`src/rtl/mcrb_pkg.sv`:
```
// Package of constants for the motion change register bank
package mcrb_pkg;

   // ****************************************************************
   // Register addresses
   // ****************************************************************
   localparam logic [7:0] MCRB_ADDR_OUTSIDE_FLAGS = 8'h2D;
   localparam logic [7:0] MCRB_ADDR_WITHIN_FLAGS  = 8'h2E;
   localparam logic [7:0] MCRB_ADDR_AXIS_LATCH    = 8'h2F;
   localparam logic [7:0] MCRB_ADDR_MODE_CFG      = 8'h30;
   localparam logic [7:0] MCRB_ADDR_OUT_DBCNT     = 8'h31;
   localparam logic [7:0] MCRB_ADDR_WIN_DBCNT     = 8'h32;
   localparam logic [7:0] MCRB_ADDR_LTHS_LO       = 8'h33;
   localparam logic [7:0] MCRB_ADDR_LTHS_HI       = 8'h34;
   localparam logic [7:0] MCRB_ADDR_UTHS_LO       = 8'h35;
   localparam logic [7:0] MCRB_ADDR_UTHS_HI       = 8'h36;
   localparam logic [7:0] MCRB_ADDR_SELFTEST      = 8'h37;
   localparam logic [7:0] MCRB_ADDR_RSVD_A        = 8'h39;
   localparam logic [7:0] MCRB_ADDR_RSVD_B        = 8'h3A;

   // ****************************************************************
   // Plain standby-only registers, index order of the storage array
   // ****************************************************************
   localparam int         MCRB_NCFG              = 9;
   localparam int         MCRB_IX_AXIS_LATCH     = 0;
   localparam int         MCRB_IX_OUT_DBCNT      = 1;
   localparam int         MCRB_IX_WIN_DBCNT      = 2;
   localparam int         MCRB_IX_LTHS_LO        = 3;
   localparam int         MCRB_IX_LTHS_HI        = 4;
   localparam int         MCRB_IX_UTHS_LO        = 5;
   localparam int         MCRB_IX_UTHS_HI        = 6;
   localparam int         MCRB_IX_SELFTEST       = 7;
   localparam int         MCRB_IX_RSVD_A         = 8;
   localparam logic [7:0] MCRB_CFG_ADDR [MCRB_NCFG] = '{8'h2F, 8'h31, 8'h32, 8'h33, 8'h34,
                                                        8'h35, 8'h36, 8'h37, 8'h39};
   localparam logic [7:0] MCRB_CFG_MASK [MCRB_NCFG] = '{8'hFF, 8'hFF, 8'hFF, 8'hFF, 8'h0F,
                                                        8'hFF, 8'h0F, 8'hFF, 8'hFF};

   // ****************************************************************
   // Reset values and fields
   // ****************************************************************
   localparam logic [7:0] MCRB_RST_VAL            = 8'h00;
   localparam logic [7:0] MCRB_RD_ZERO            = 8'h00;
   localparam logic [7:0] MCRB_REFERENCE_UPDATE_BIT_MASK       = 8'h08;  // Reference update bit of mode config
   localparam logic [3:0] MCRB_NIBBLE_ZERO        = 4'h0;

   // ****************************************************************
   // Operating modes
   // ****************************************************************
   typedef enum logic [2:0] {
      MCRB_STANDBY  = 3'b001,
      MCRB_ACTIVE   = 3'b010,
      MCRB_EXTERNAL_TRIGGER_MODE = 3'b100
   } mcrb_mode_e;

endpackage

```
`src/rtl/mcrb_cfg_reg.sv`:
```
// One standby-gated configuration register of the change detector bank
`timescale 1ns/100ps
module mcrb_cfg_reg #(
   parameter logic [7:0] RST  = 8'h00,
   parameter logic [7:0] MASK = 8'hFF
) (
   input  wire logic       mclk,
   input  wire logic       resetn,
   input  wire logic       restore,
   input  wire logic       wr_en,
   input  wire logic       allow,
   input  wire logic [7:0] wdata,
   output logic      [7:0] q
);

   // Storage: default on restore, load only while writes are allowed
   always_ff @(posedge mclk or negedge resetn) begin
      if (!resetn) begin
         q <= RST;
      end else if (restore) begin
         q <= RST;
      end else if (wr_en && allow) begin
         q <= wdata & MASK;
      end
      // A refused write falls through silently
   end

endmodule

```
`src/rtl/mcrb_bank.sv`:
```
// Motion change register bank: detector configuration, event flags and mode guard
// Contract
// - Registers kept when active goes to standby
// - Hibernate exit or power reset restores defaults
// - Event flags cleared on entering active/trigger
// - Output bytes ordered by byte order select
// - Buffer invalidated on leaving standby
// - Configuration writes only accepted in standby
// - Active, reset, flush bits writable any mode
// - Active bit frozen in external trigger mode
// - Active mode: only reference update bit settable
// - Mode config holds enable, reference, debounce behaviour
// - Axis config holds latch and axis enables
// - Lower threshold twelve bits over two registers
// - Upper threshold twelve bits over two registers
// - Eight bit outside debounce count register
// - Eight bit within debounce count register
// - Read-only within flags separate from outside
`timescale 1ns/100ps
module mcrb_bank
   import mcrb_pkg::*;
(
   input  wire logic        mclk,
   input  wire logic        resetn,
   input  wire logic        reg_wr,
   input  wire logic        reg_rd,
   input  wire logic [7:0]  reg_addr,
   input  wire logic [7:0]  reg_wdata,
   output logic      [7:0]  reg_rdata,
   input  wire logic        active_bit_wr,
   input  wire logic        active_bit_wdata,
   input  wire logic        sw_reset_req,
   input  wire logic        buffer_flush_req,
   input  wire logic        external_trigger_mode,
   input  wire logic        trigger_release,
   input  wire logic        hibernate_exit,
   input  wire logic        brown_out_reset_event,
   input  wire logic [7:0]  outside_threshold_evt,
   input  wire logic [7:0]  within_threshold_evt,
   input  wire logic        reference_update_done,
   input  wire logic        byte_order_select,
   input  wire logic [11:0] sample_data,
   output logic      [7:0]  out_first_byte,
   output logic      [7:0]  out_second_byte,
   output logic             mode_standby,
   output logic             mode_active,
   output logic             mode_external_trigger_mode,
   output logic             buffer_flush,
   output logic             buffer_invalidate,
   output logic             sw_reset_pulse,
   output logic      [7:0]  axis_latch_cfg,
   output logic      [7:0]  mode_cfg,
   output logic      [7:0]  outside_debounce_value,
   output logic      [7:0]  within_debounce_value,
   output logic      [11:0] lower_threshold,
   output logic      [11:0] upper_threshold,
   output logic      [7:0]  selftest_idle_cfg
);
   import mcrb_pkg::*;

   // ****************************************************************
   // Declarations
   // ****************************************************************
   mcrb_mode_e   mode_q;
   mcrb_mode_e   mode_d;
   logic         restore;
   logic         enter_run;
   logic         standby;
   logic [7:0]   cfg_q [MCRB_NCFG];
   logic [7:0]   mode_cfg_q;
   logic [7:0]   outside_flags_q;
   logic [7:0]   within_flags_q;
   logic [7:0]   rdata_d;
   logic [7:0]   rdata_q;
   logic [7:0]   first_q;
   logic [7:0]   second_q;
   logic         flush_q;
   logic         invalidate_q;
   logic         sw_reset_q;

   // ****************************************************************
   // Operating mode
   // ****************************************************************

   // Any of these events sends the mode and every configuration register back to its default
   assign restore = hibernate_exit || brown_out_reset_event || sw_reset_req;
   assign standby = (mode_q == MCRB_STANDBY);

   // Next mode; the active bit is accepted in every mode except trigger
   always_comb begin
      mode_d = mode_q;
      if (restore) begin
         mode_d = MCRB_STANDBY;
      end else begin
         unique case (mode_q)
            MCRB_STANDBY: begin
               if (active_bit_wr && active_bit_wdata) begin
                  mode_d = external_trigger_mode ? MCRB_EXTERNAL_TRIGGER_MODE : MCRB_ACTIVE;
               end
            end
            MCRB_ACTIVE: begin
               if (active_bit_wr && !active_bit_wdata) begin
                  mode_d = MCRB_STANDBY;
               end
            end
            MCRB_EXTERNAL_TRIGGER_MODE: begin
               // Active bit writes ignored here; only a release or a restore ends it
               if (trigger_release) begin
                  mode_d = MCRB_STANDBY;
               end
            end
            default: begin
               mode_d = MCRB_STANDBY;
            end
         endcase
      end
   end

   // Mode register
   always_ff @(posedge mclk or negedge resetn) begin
      if (!resetn) begin
         mode_q <= MCRB_STANDBY;
      end else begin
         mode_q <= mode_d;
      end
   end

   // Leaving standby for any run mode
   assign enter_run = standby && (mode_d != MCRB_STANDBY);

   // Side pulses: flush and reset may be requested in any mode
   always_ff @(posedge mclk or negedge resetn) begin
      if (!resetn) begin
         flush_q      <= 1'b0;
         invalidate_q <= 1'b0;
         sw_reset_q   <= 1'b0;
      end else begin
         flush_q      <= buffer_flush_req;
         invalidate_q <= enter_run;
         sw_reset_q   <= sw_reset_req;
      end
   end

   // ****************************************************************
   // Standby-only configuration registers
   // ****************************************************************

   // Axis/latch, debounce counts, thresholds, self-test and reserved word
   // Nothing here reacts to active-to-standby, so contents persist
   for (genvar i = 0; i < MCRB_NCFG; i++) begin : g_cfg
      mcrb_cfg_reg #(
         .RST  (MCRB_RST_VAL),
         .MASK (MCRB_CFG_MASK[i])
      ) u_reg (
         .mclk    (mclk),
         .resetn  (resetn),
         .restore (restore),
         .wr_en   (reg_wr && (reg_addr == MCRB_CFG_ADDR[i])),
         .allow   (standby),
         .wdata   (reg_wdata),
         .q       (cfg_q[i])
      );
   end

   // Mode config: full write in standby, reference update set in active.
   // The update bit self-clears on the detector's done; a set wins.
   always_ff @(posedge mclk or negedge resetn) begin
      if (!resetn) begin
         mode_cfg_q <= MCRB_RST_VAL;
      end else if (restore) begin
         mode_cfg_q <= MCRB_RST_VAL;
      end else if (reg_wr && (reg_addr == MCRB_ADDR_MODE_CFG) && standby) begin
         mode_cfg_q <= reg_wdata;
      end else if (reg_wr && (reg_addr == MCRB_ADDR_MODE_CFG) && (mode_q == MCRB_ACTIVE)) begin
         // A done in the same cycle still clears the bit unless this write sets it
         mode_cfg_q <= (reference_update_done ? (mode_cfg_q & ~MCRB_REFERENCE_UPDATE_BIT_MASK) : mode_cfg_q)
                       | (reg_wdata & MCRB_REFERENCE_UPDATE_BIT_MASK);
      end else if (reference_update_done) begin
         mode_cfg_q <= mode_cfg_q & ~MCRB_REFERENCE_UPDATE_BIT_MASK;
      end
   end

   // ****************************************************************
   // Event flags
   // ****************************************************************

   // Sticky flags; an event in the clearing cycle survives the clear
   always_ff @(posedge mclk or negedge resetn) begin
      if (!resetn) begin
         outside_flags_q <= MCRB_RST_VAL;
         within_flags_q  <= MCRB_RST_VAL;
      end else if (restore || enter_run) begin
         outside_flags_q <= outside_threshold_evt;
         within_flags_q  <= within_threshold_evt;
      end else begin
         outside_flags_q <= outside_flags_q | outside_threshold_evt;
         within_flags_q  <= within_flags_q | within_threshold_evt;
      end
   end

   // ****************************************************************
   // Output byte order
   // ****************************************************************

   // Little-endian right-justified by default, else big-endian left-justified
   always_ff @(posedge mclk or negedge resetn) begin
      if (!resetn) begin
         first_q  <= MCRB_RST_VAL;
         second_q <= MCRB_RST_VAL;
      end else if (byte_order_select) begin
         first_q  <= sample_data[11:4];
         second_q <= {sample_data[3:0], MCRB_NIBBLE_ZERO};
      end else begin
         first_q  <= sample_data[7:0];
         second_q <= {MCRB_NIBBLE_ZERO, sample_data[11:8]};
      end
   end

   // ****************************************************************
   // Read path
   // ****************************************************************

   // Read mux; the second reserved word and unmapped addresses read zero
   always_comb begin
      rdata_d = MCRB_RD_ZERO;
      unique case (reg_addr)
         MCRB_ADDR_OUTSIDE_FLAGS: rdata_d = outside_flags_q;
         MCRB_ADDR_WITHIN_FLAGS:  rdata_d = within_flags_q;
         MCRB_ADDR_AXIS_LATCH:    rdata_d = cfg_q[MCRB_IX_AXIS_LATCH];
         MCRB_ADDR_MODE_CFG:      rdata_d = mode_cfg_q;
         MCRB_ADDR_OUT_DBCNT:     rdata_d = cfg_q[MCRB_IX_OUT_DBCNT];
         MCRB_ADDR_WIN_DBCNT:     rdata_d = cfg_q[MCRB_IX_WIN_DBCNT];
         MCRB_ADDR_LTHS_LO:       rdata_d = cfg_q[MCRB_IX_LTHS_LO];
         MCRB_ADDR_LTHS_HI:       rdata_d = cfg_q[MCRB_IX_LTHS_HI];
         MCRB_ADDR_UTHS_LO:       rdata_d = cfg_q[MCRB_IX_UTHS_LO];
         MCRB_ADDR_UTHS_HI:       rdata_d = cfg_q[MCRB_IX_UTHS_HI];
         MCRB_ADDR_SELFTEST:      rdata_d = cfg_q[MCRB_IX_SELFTEST];
         MCRB_ADDR_RSVD_A:        rdata_d = cfg_q[MCRB_IX_RSVD_A];  // Host leaves this alone
         default:                 rdata_d = MCRB_RD_ZERO;
      endcase
   end

   // Read data register, loaded only on a read strobe
   always_ff @(posedge mclk or negedge resetn) begin
      if (!resetn) begin
         rdata_q <= MCRB_RD_ZERO;
      end else if (reg_rd) begin
         rdata_q <= rdata_d;
      end
   end

   // ****************************************************************
   // Outputs
   // ****************************************************************
   assign reg_rdata              = rdata_q;
   assign out_first_byte         = first_q;
   assign out_second_byte        = second_q;
   assign mode_standby           = standby;
   assign mode_active            = (mode_q == MCRB_ACTIVE);
   assign mode_external_trigger_mode          = (mode_q == MCRB_EXTERNAL_TRIGGER_MODE);
   assign buffer_flush           = flush_q;
   assign buffer_invalidate      = invalidate_q;
   assign sw_reset_pulse         = sw_reset_q;
   assign axis_latch_cfg         = cfg_q[MCRB_IX_AXIS_LATCH];
   assign mode_cfg               = mode_cfg_q;
   assign outside_debounce_value = cfg_q[MCRB_IX_OUT_DBCNT];
   assign within_debounce_value  = cfg_q[MCRB_IX_WIN_DBCNT];
   assign lower_threshold        = {cfg_q[MCRB_IX_LTHS_HI][3:0], cfg_q[MCRB_IX_LTHS_LO]};
   assign upper_threshold        = {cfg_q[MCRB_IX_UTHS_HI][3:0], cfg_q[MCRB_IX_UTHS_LO]};
   assign selftest_idle_cfg      = cfg_q[MCRB_IX_SELFTEST];
endmodule

```
`config.mk`:
```
export PLATFORM = sky130hd
export DESIGN_NAME = mcrb_bank
export DESIGN_NICKNAME = d
export VERILOG_FILES = /design/src/rtl/mcrb_pkg.sv /design/src/rtl/mcrb_cfg_reg.sv /design/src/rtl/mcrb_bank.sv
export SDC_FILE = /design/constraint.sdc
export NUM_CORES = 1
export LEC_CHECK = 0
export BUFFER_PORTS_ARGS = -buffer_cell sky130_fd_sc_hd__clkbuf_2
export CORE_ASPECT_RATIO = 0.6
export CORE_MARGIN = 2
export CORE_UTILIZATION = 51
export DETAILED_ROUTE_END_ITERATION = 16
export PLACE_DENSITY = 0.85
export SETUP_SLACK_MARGIN = 0.15
export SYNTH_ARGS = -nofsm -noshare
export SYNTH_HDL_FRONTEND = slang
export SYNTH_SLANG_ARGS = --single-unit
```
`constraint.sdc`:
```
create_clock -name mclk -period 2.3 [get_ports mclk]
set_input_delay 0.23 -clock mclk [delete_from_list [all_inputs] [get_ports mclk]]
set_output_delay 0.23 -clock mclk [all_outputs]
set_load 0.05 [all_outputs]
```
==> flow_summary.json, run 1 <==
{
  "drive_gt1_frac": 0.3433,
  "netlist_top_cells_count": "dfrtp_1, nor2_1, nand2_1",
  "place_congestion": 0.8801,
  "yosysTopAreaCellShare": 0.4850,
  "wl_per_cell_um": 19.85,
  "cts_buffers": 17,
  "syn_nets": 635,
  "groute.usage.overall": 0.2794,
  "cp_max_fo": 8,
  "root_buffer": "clkbuf_16",
  "firstDrtPassIters": 5,
  "worst_pin_slew_ns": 1.056,
  "drc_errors": 0,
  "gr-total-overflow": 0,
  "async_flop_share": 1.000,
  "yosysWarnings": 0,
  "clockPowerShare": 0.498,
  "cp_slowest_stage_delay_ns": 0.58,
  "fin_skew_ns": 0.009890,
  "antenna_cells": 0,
  "ys_seq_elements": 118,
  "maxSlewViolCount": 0,
  "period_minus_slack_ns": 2.077,
  "cp.buffers_inverters": 0,
  "combPwrFrac": 0.088,
  "htreeDepth": 4,
  "grt_pass1_vias": 4845,
  "cts_tree": "yes",
  "max_slew_margin": 0.2934,
  "wl_um": 17060,
  "critPathKind": "reg -> reg",
  "dieArea_um2": 12750,
  "rsz0062_at_grt": "false",
  "die_y_um": 88.28,
  "hold_path_class": "in -> reg",
  "critPathArrivalTime_ns": 2.34,
  "p_sw_frac": 0.2678,
  "final.period_utilization": 0.9031,
  "synth_most_common_cell": "dfrtp_1",
  "power.density_nw_per_um2": 708.3,
  "sequentialPowerShare": 0.414,
  "start_kind": "flop",
  "switching_power_uw": 1381,
  "post-cts-setup-buffer-count": 0,
  "vias_per_cell": 5.728,
  "irDropWorstVdd_v": 0.0005935,
  "rows": 30,
  "grt_max_degree": 77,
  "cp-end-kind": "flop",
  "clk_pin_slew_ns": 0.06,
  "cts_buffer_depth": 2,
  "worst_path_max_delay_cell": "dfstp_2",
  "synthCells": 577,
  "die_x_um": 144.5,
  "cts_sinks": 118,
  "antenna_left": 0,
  "intPower_uw": 3775,
  "avgSynthCellArea_um2": 10.46,
  "yosysTopAreaCell": "dfrtp_1",
  "finalSetupTns_ns": 0,
  "clk-insertion-delay-late_ns": 0.42,
  "core_um2": 11410,
  "netlist_area_um2": 6037,
  "grt_pass1_wl_um": 26290,
  "port_buffers": 151,
  "synthDistinctLibCells": 50,
  "setup_viol": 0,
  "vias": 4920,
  "synthFlopType": "dfrtp_1",
  "leakagePower_uw": 0.003653,
  "finalHoldViolCount": 0,
  "hold_ws_ns": 0.008539,
  "synthTopCellsByArea": "dfrtp_1, mux2i_1, buf_4",
  "synth_edf_count": 0,
  "syn2layout_area_growth_pct": 20.58,
  "initial_utilization": 0.5291,
  "crit_chain": "nor3b_4 > and2_1 > nand3_2 > mux2i_1 > nor2_1",
  "max_freq_ghz": 0.4814,
  "status": "completed",
  "synth.yosys.seq_area_share": 0.4893,
  "required_ns": 2.56,
  "drt_iter0_markers": 362,
  "r2r_slack_ns": 0.22,
  "ios": 152,
  "cp_top_family": "simple AND/OR/NAND/NOR gates",
  "cap_violations": 0,
  "nets": 744,
  "antenna_found_initial": 0,
  "hpwl_um": 12320
}
==> state kept, by name, summed over array words and instances (netlist names) <==
register           count
buffer_flush           1
buffer_invalidate      1
g_cfg.u_reg.q         64
mode_cfg               8
mode_q                 3
out_first_byte         8
out_second_byte        8
outside_flags_q        8
reg_rdata              8
sw_reset_pulse         1
within_flags_q         8
==> area by class of cell <==
type	count	area, µm²
Clock buffer	17	425.4
Clock inverter	15	143.9
Fill cell	934	4131
Inverter	3	11.26
Multi-Input combinational cell	364	2491
Sequential cell	118	2954
Tap cell	160	200.2
Timing Repair Buffer	182	1054
==> worst register-to-register path: cells and delay by family, from the launching register on <==
family           cells  cell delay [ns]
muxes                1             0.27
and+or+nand+nor      4             1.09
DFF                  1             0.58
==> worst paths after layout <==
kind                                                    to                        start  cells past startpoint
max                        g_cfg[8].u_reg.q[6]$_DFFE_PN0P_          mode_q[0]$_DFF_PN1_                      5
min                           outside_flags_q[7]$_DFF_PN0_     outside_threshold_evt[7]                      2
max reg2reg                g_cfg[8].u_reg.q[6]$_DFFE_PN0P_          mode_q[0]$_DFF_PN1_                      5
min reg2reg                    within_flags_q[7]$_DFF_PN0_  within_flags_q[7]$_DFF_PN0_                      1
max in group asynchronous  g_cfg[2].u_reg.q[5]$_DFFE_PN0P_                       resetn                      3
min in group asynchronous  g_cfg[5].u_reg.q[1]$_DFFE_PN0P_                       resetn                      2
==> power by group through the flow <==
stage          clock (µW)  combinational, µW  sequential [µW]
5_1_grt              2690                484             2140
6_report             2570                453             2130
4_1_cts              2590                453             2130
3_5_place_dp            0                432             2170
3_3_place_gp            0                420             2170
2_1_floorplan           0                170             2240
==> through the flow <==
stage | total power, µW | worst slack [ns] | std cells | instance area [µm²] | utilization
3_3_place_gp | 2589 | 0.2975 | 812 | 6560 | 0.5749
2_1_floorplan | 2409 | 0.1787 | 577 | 6042 | -
3_5_place_dp | 2603 | 0.2632 | 812 | 6560 | 0.5749
6_report | 5156 | 0.2228 | 859 | 7279 | 0.6379
4_1_cts | 5177 | 0.2878 | 859 | 7279 | 0.6379
5_1_grt | 5305 | 0.1598 | 859 | 7279 | 0.6379
==> placed cells by master (no fill, tap or decap), drive strengths merged, types with 8 or more instances in the layout <==
cell / netlist / routed
mux2: 21 / 21
inv: 2 / 9
a21oi: 35 / 35
nand3: 15 / 15
nor2b: 8 / 8
dfrtp: 117 / 117
nand2: 62 / 62
a22oi: 10 / 10
nor2: 65 / 65
a21o: 17 / 17
clkbuf: 20 / 167
dlygate4sd3: 0 / 15
mux2i: 54 / 54
buf: 72 / 17
==> layer usage <==
metal  global-route usage  wire length, µm  vias to the layer above
met3              0.06277             1571                       30
met4              0.08208              263                        0
met5                    0                0                        -
met1               0.4002             7525                     2447
met2               0.4334             7694                      265
li1                     -                -                     2178
==> cells by family after synthesis <==
family | count (synthesis) | synth area share
multiplexers | 79 | 0.1436
flip-flops | 118 | 0.4893
AO/OA/AOI/OAI | 95 | 0.1040
buffers and inverters | 95 | 0.09907
AND/OR/NAND/NOR | 190 | 0.1639
==> timing repair <==
action,4_1_cts,5_1_grt
hold buffers,15,0
hold endpoints to repair,52,0
gates resized for setup,0,0
No activity file was read; power rests on OpenSTA's default activity.
==> run 2, diff against run 1 <==
- CORE_UTILIZATION: 51 -> 49
- PLACE_DENSITY: 0.85 -> 0.82
==> run 2 against run 1 <==
Net effect:
- the run now ends with negative hold slack left
- total power grew 5.9%
- sequential power is essentially flat
- sequential share of layout area shrank 0.30 points
- setup slack gained 0.015 ns
- count of clock-buffer cells in the layout grew 7
- critical path type unchanged
- wire length is essentially flat
- fmax grew 0.71%
- clock power grew 12%
- design area grew 0.74%
- largest cell class unchanged
- first-iteration DRC count grew 40%
==> flow_summary.json, run 2 (same netlist as run 1, synthesis figures left out) <==
{
  "worst_pin_slew_ns": 0.7955,
  "die_x_um": 147.3,
  "initial_utilization": 0.5021,
  "die_y_um": 89.98,
  "antenna_left": 0,
  "fillers": 956,
  "cp_slowest_stage_delay_ns": 0.59,
  "rsz0062_at_grt": "false",
  "cts_buffers": 17,
  "cts_tree": "yes",
  "leakagePower_uw": 0.003681,
  "wl_um": 17070,
  "crit_chain": "nor3b_4 > and2_1 > nand3_2 > mux2i_1 > nor2_1",
  "largest_register_ffs": 64,
  "placed_area_um2": 6546,
  "core_um2": 12020,
  "drc_errors": 0,
  "period_minus_slack_ns": 2.062,
  "grt_max_degree": 77,
  "multiInputGateArea_um2": 2494,
  "cp-end-kind": "flop",
  "vias_per_cell": 5.674,
  "worst_path_max_delay_cell": "dfstp_2",
  "hpwl_um": 12240,
  "clk_pin_slew_ns": 0.05,
  "final_cell_mix": "clkbuf_2, dfrtp_1, nor2_1",
  "critPathKind": "reg -> reg",
  "setup_viol": 0,
  "cp_max_fo": 8,
  "power.density_nw_per_um2": 744.4,
  "irDropWorstVdd_v": 0.0005159,
  "clk-insertion-delay-late_ns": 0.42,
  "antenna_cells": 0,
  "maxSlewViolCount": 0,
  "syn2layout_area_growth_pct": 21.47,
  "finalSetupTns_ns": 0,
  "layout_commonest_cell": "clkbuf_2",
  "finalPower_uw": 5459,
  "drive_gt1_frac": 0.3415,
  "drt_iter0_markers": 505,
  "groute.usage.overall": 0.2693,
  "nets": 742,
  "required_ns": 2.56,
  "grt_pass1_vias": 4941,
  "cp.buffers_inverters": 0,
  "rows": 31,
  "cap_violations": 0,
  "place_congestion": 0.9908,
  "seq_area_um2": 2954,
  "grt_pass1_wl_um": 27500,
  "dieArea_um2": 13250,
  "critPathArrivalTime_ns": 2.32,
  "start_kind": "flop",
  "gr-total-overflow": 0,
  "antenna_found_initial": 0,
  "failed_checks": "negative hold slack",
  "cts_buffer_depth": 2,
  "max_slew_margin": 0.4696,
  "stdcell_area_um2": 7333,
  "r2r_slack_ns": 0.24,
  "root_buffer": "clkbuf_16",
  "firstDrtPassIters": 6,
  "max_freq_ghz": 0.4849,
  "cp_top_family": "simple AND/OR/NAND/NOR gates",
  "final.period_utilization": 0.8967,
  "vias": 4891,
  "finalHoldViolCount": 1,
  "hold_path_class": "in -> reg",
  "status": "complete, but fails checks",
  "ios": 152,
  "regMostFlops": "g_cfg.u_reg.q",
  "final_util": 0.6099,
  "cts_sinks": 118,
  "htreeDepth": 4,
  "wl_per_cell_um": 19.80,
  "hold_ws_ns": -0.001341,
  "fin_skew_ns": 0.008548,
  "port_buffers": 151
}
run 2: cell count changes in the layout (fill, tap and decap cells not counted):
cell	previous run	this run
inv_6	6	0
clkbuf_8	0	5
bufinv_16	1	4
clkbuf_1	0	2
clkinv_4	2	0
clkinvlp_4	3	1
buf_12	2	1
clkinv_2	2	3
dlygate4sd3_1	15	14
inv_8	1	0
nor2_1	65	64
nor2_2	0	1
run 2: repair_timing:
action                                  in CTS  in global routing
hold buffers                                14                  0
hold endpoints to repair                    61                  0
endpoints found under the setup margin       0                 16
resized for setup                            0                  1
buffers inserted                             0                  0
run 2: cell type report:
class | instances | area share
repair buffers | 180 | 0.1396
multi-input cells | 364 | 0.3400
inverters | 3 | 0.001536
flip-flops and latches | 118 | 0.4028
clock buffers | 24 | 0.06842
well taps | 165 | 0.02815
clock inverters | 8 | 0.01945
run 2: report_power, final:
part           internal, µW  switching [µW]  total, µW  leakage [µW]
logic                   148             301        449       0.00179
registers              2120            17.4       2130       0.00157
clock network          1950             925       2880      0.000316
run 2: metrics by stage:
step	setup WS, ns	std cells
after CTS	0.2894	862
after global placement	0.2785	816
after global routing	0.1999	862
after detailed placement	0.2372	816
final	0.2375	862
after floorplan	0.1787	577
run 2: path summary, 6_finish.rpt:
path / start / to / depth (start not counted)
hold / removal: within_threshold_evt[2] / within_flags_q[2]$_DFF_PN0_ / 2
min in group asynchronous: resetn / out_first_byte[1]$_DFF_PN0_ / 2
setup reg to reg: mode_q[0]$_DFF_PN1_ / g_cfg[8].u_reg.q[5]$_DFFE_PN0P_ / 5
hold reg to reg: within_flags_q[3]$_DFF_PN0_ / within_flags_q[3]$_DFF_PN0_ / 1
setup / recovery: mode_q[0]$_DFF_PN1_ / g_cfg[8].u_reg.q[5]$_DFFE_PN0P_ / 5
max in group asynchronous: resetn / outside_flags_q[2]$_DFF_PN0_ / 3
run 2: layer usage:
| layer | track usage | part of all wire |
|---|---|---|
| met5 | 0 | 0 |
| met4 | 0.06891 | 0.013 |
| met3 | 0.08173 | 0.099 |
| met2 | 0.3941 | 0.44 |
| met1 | 0.3926 | 0.45 |
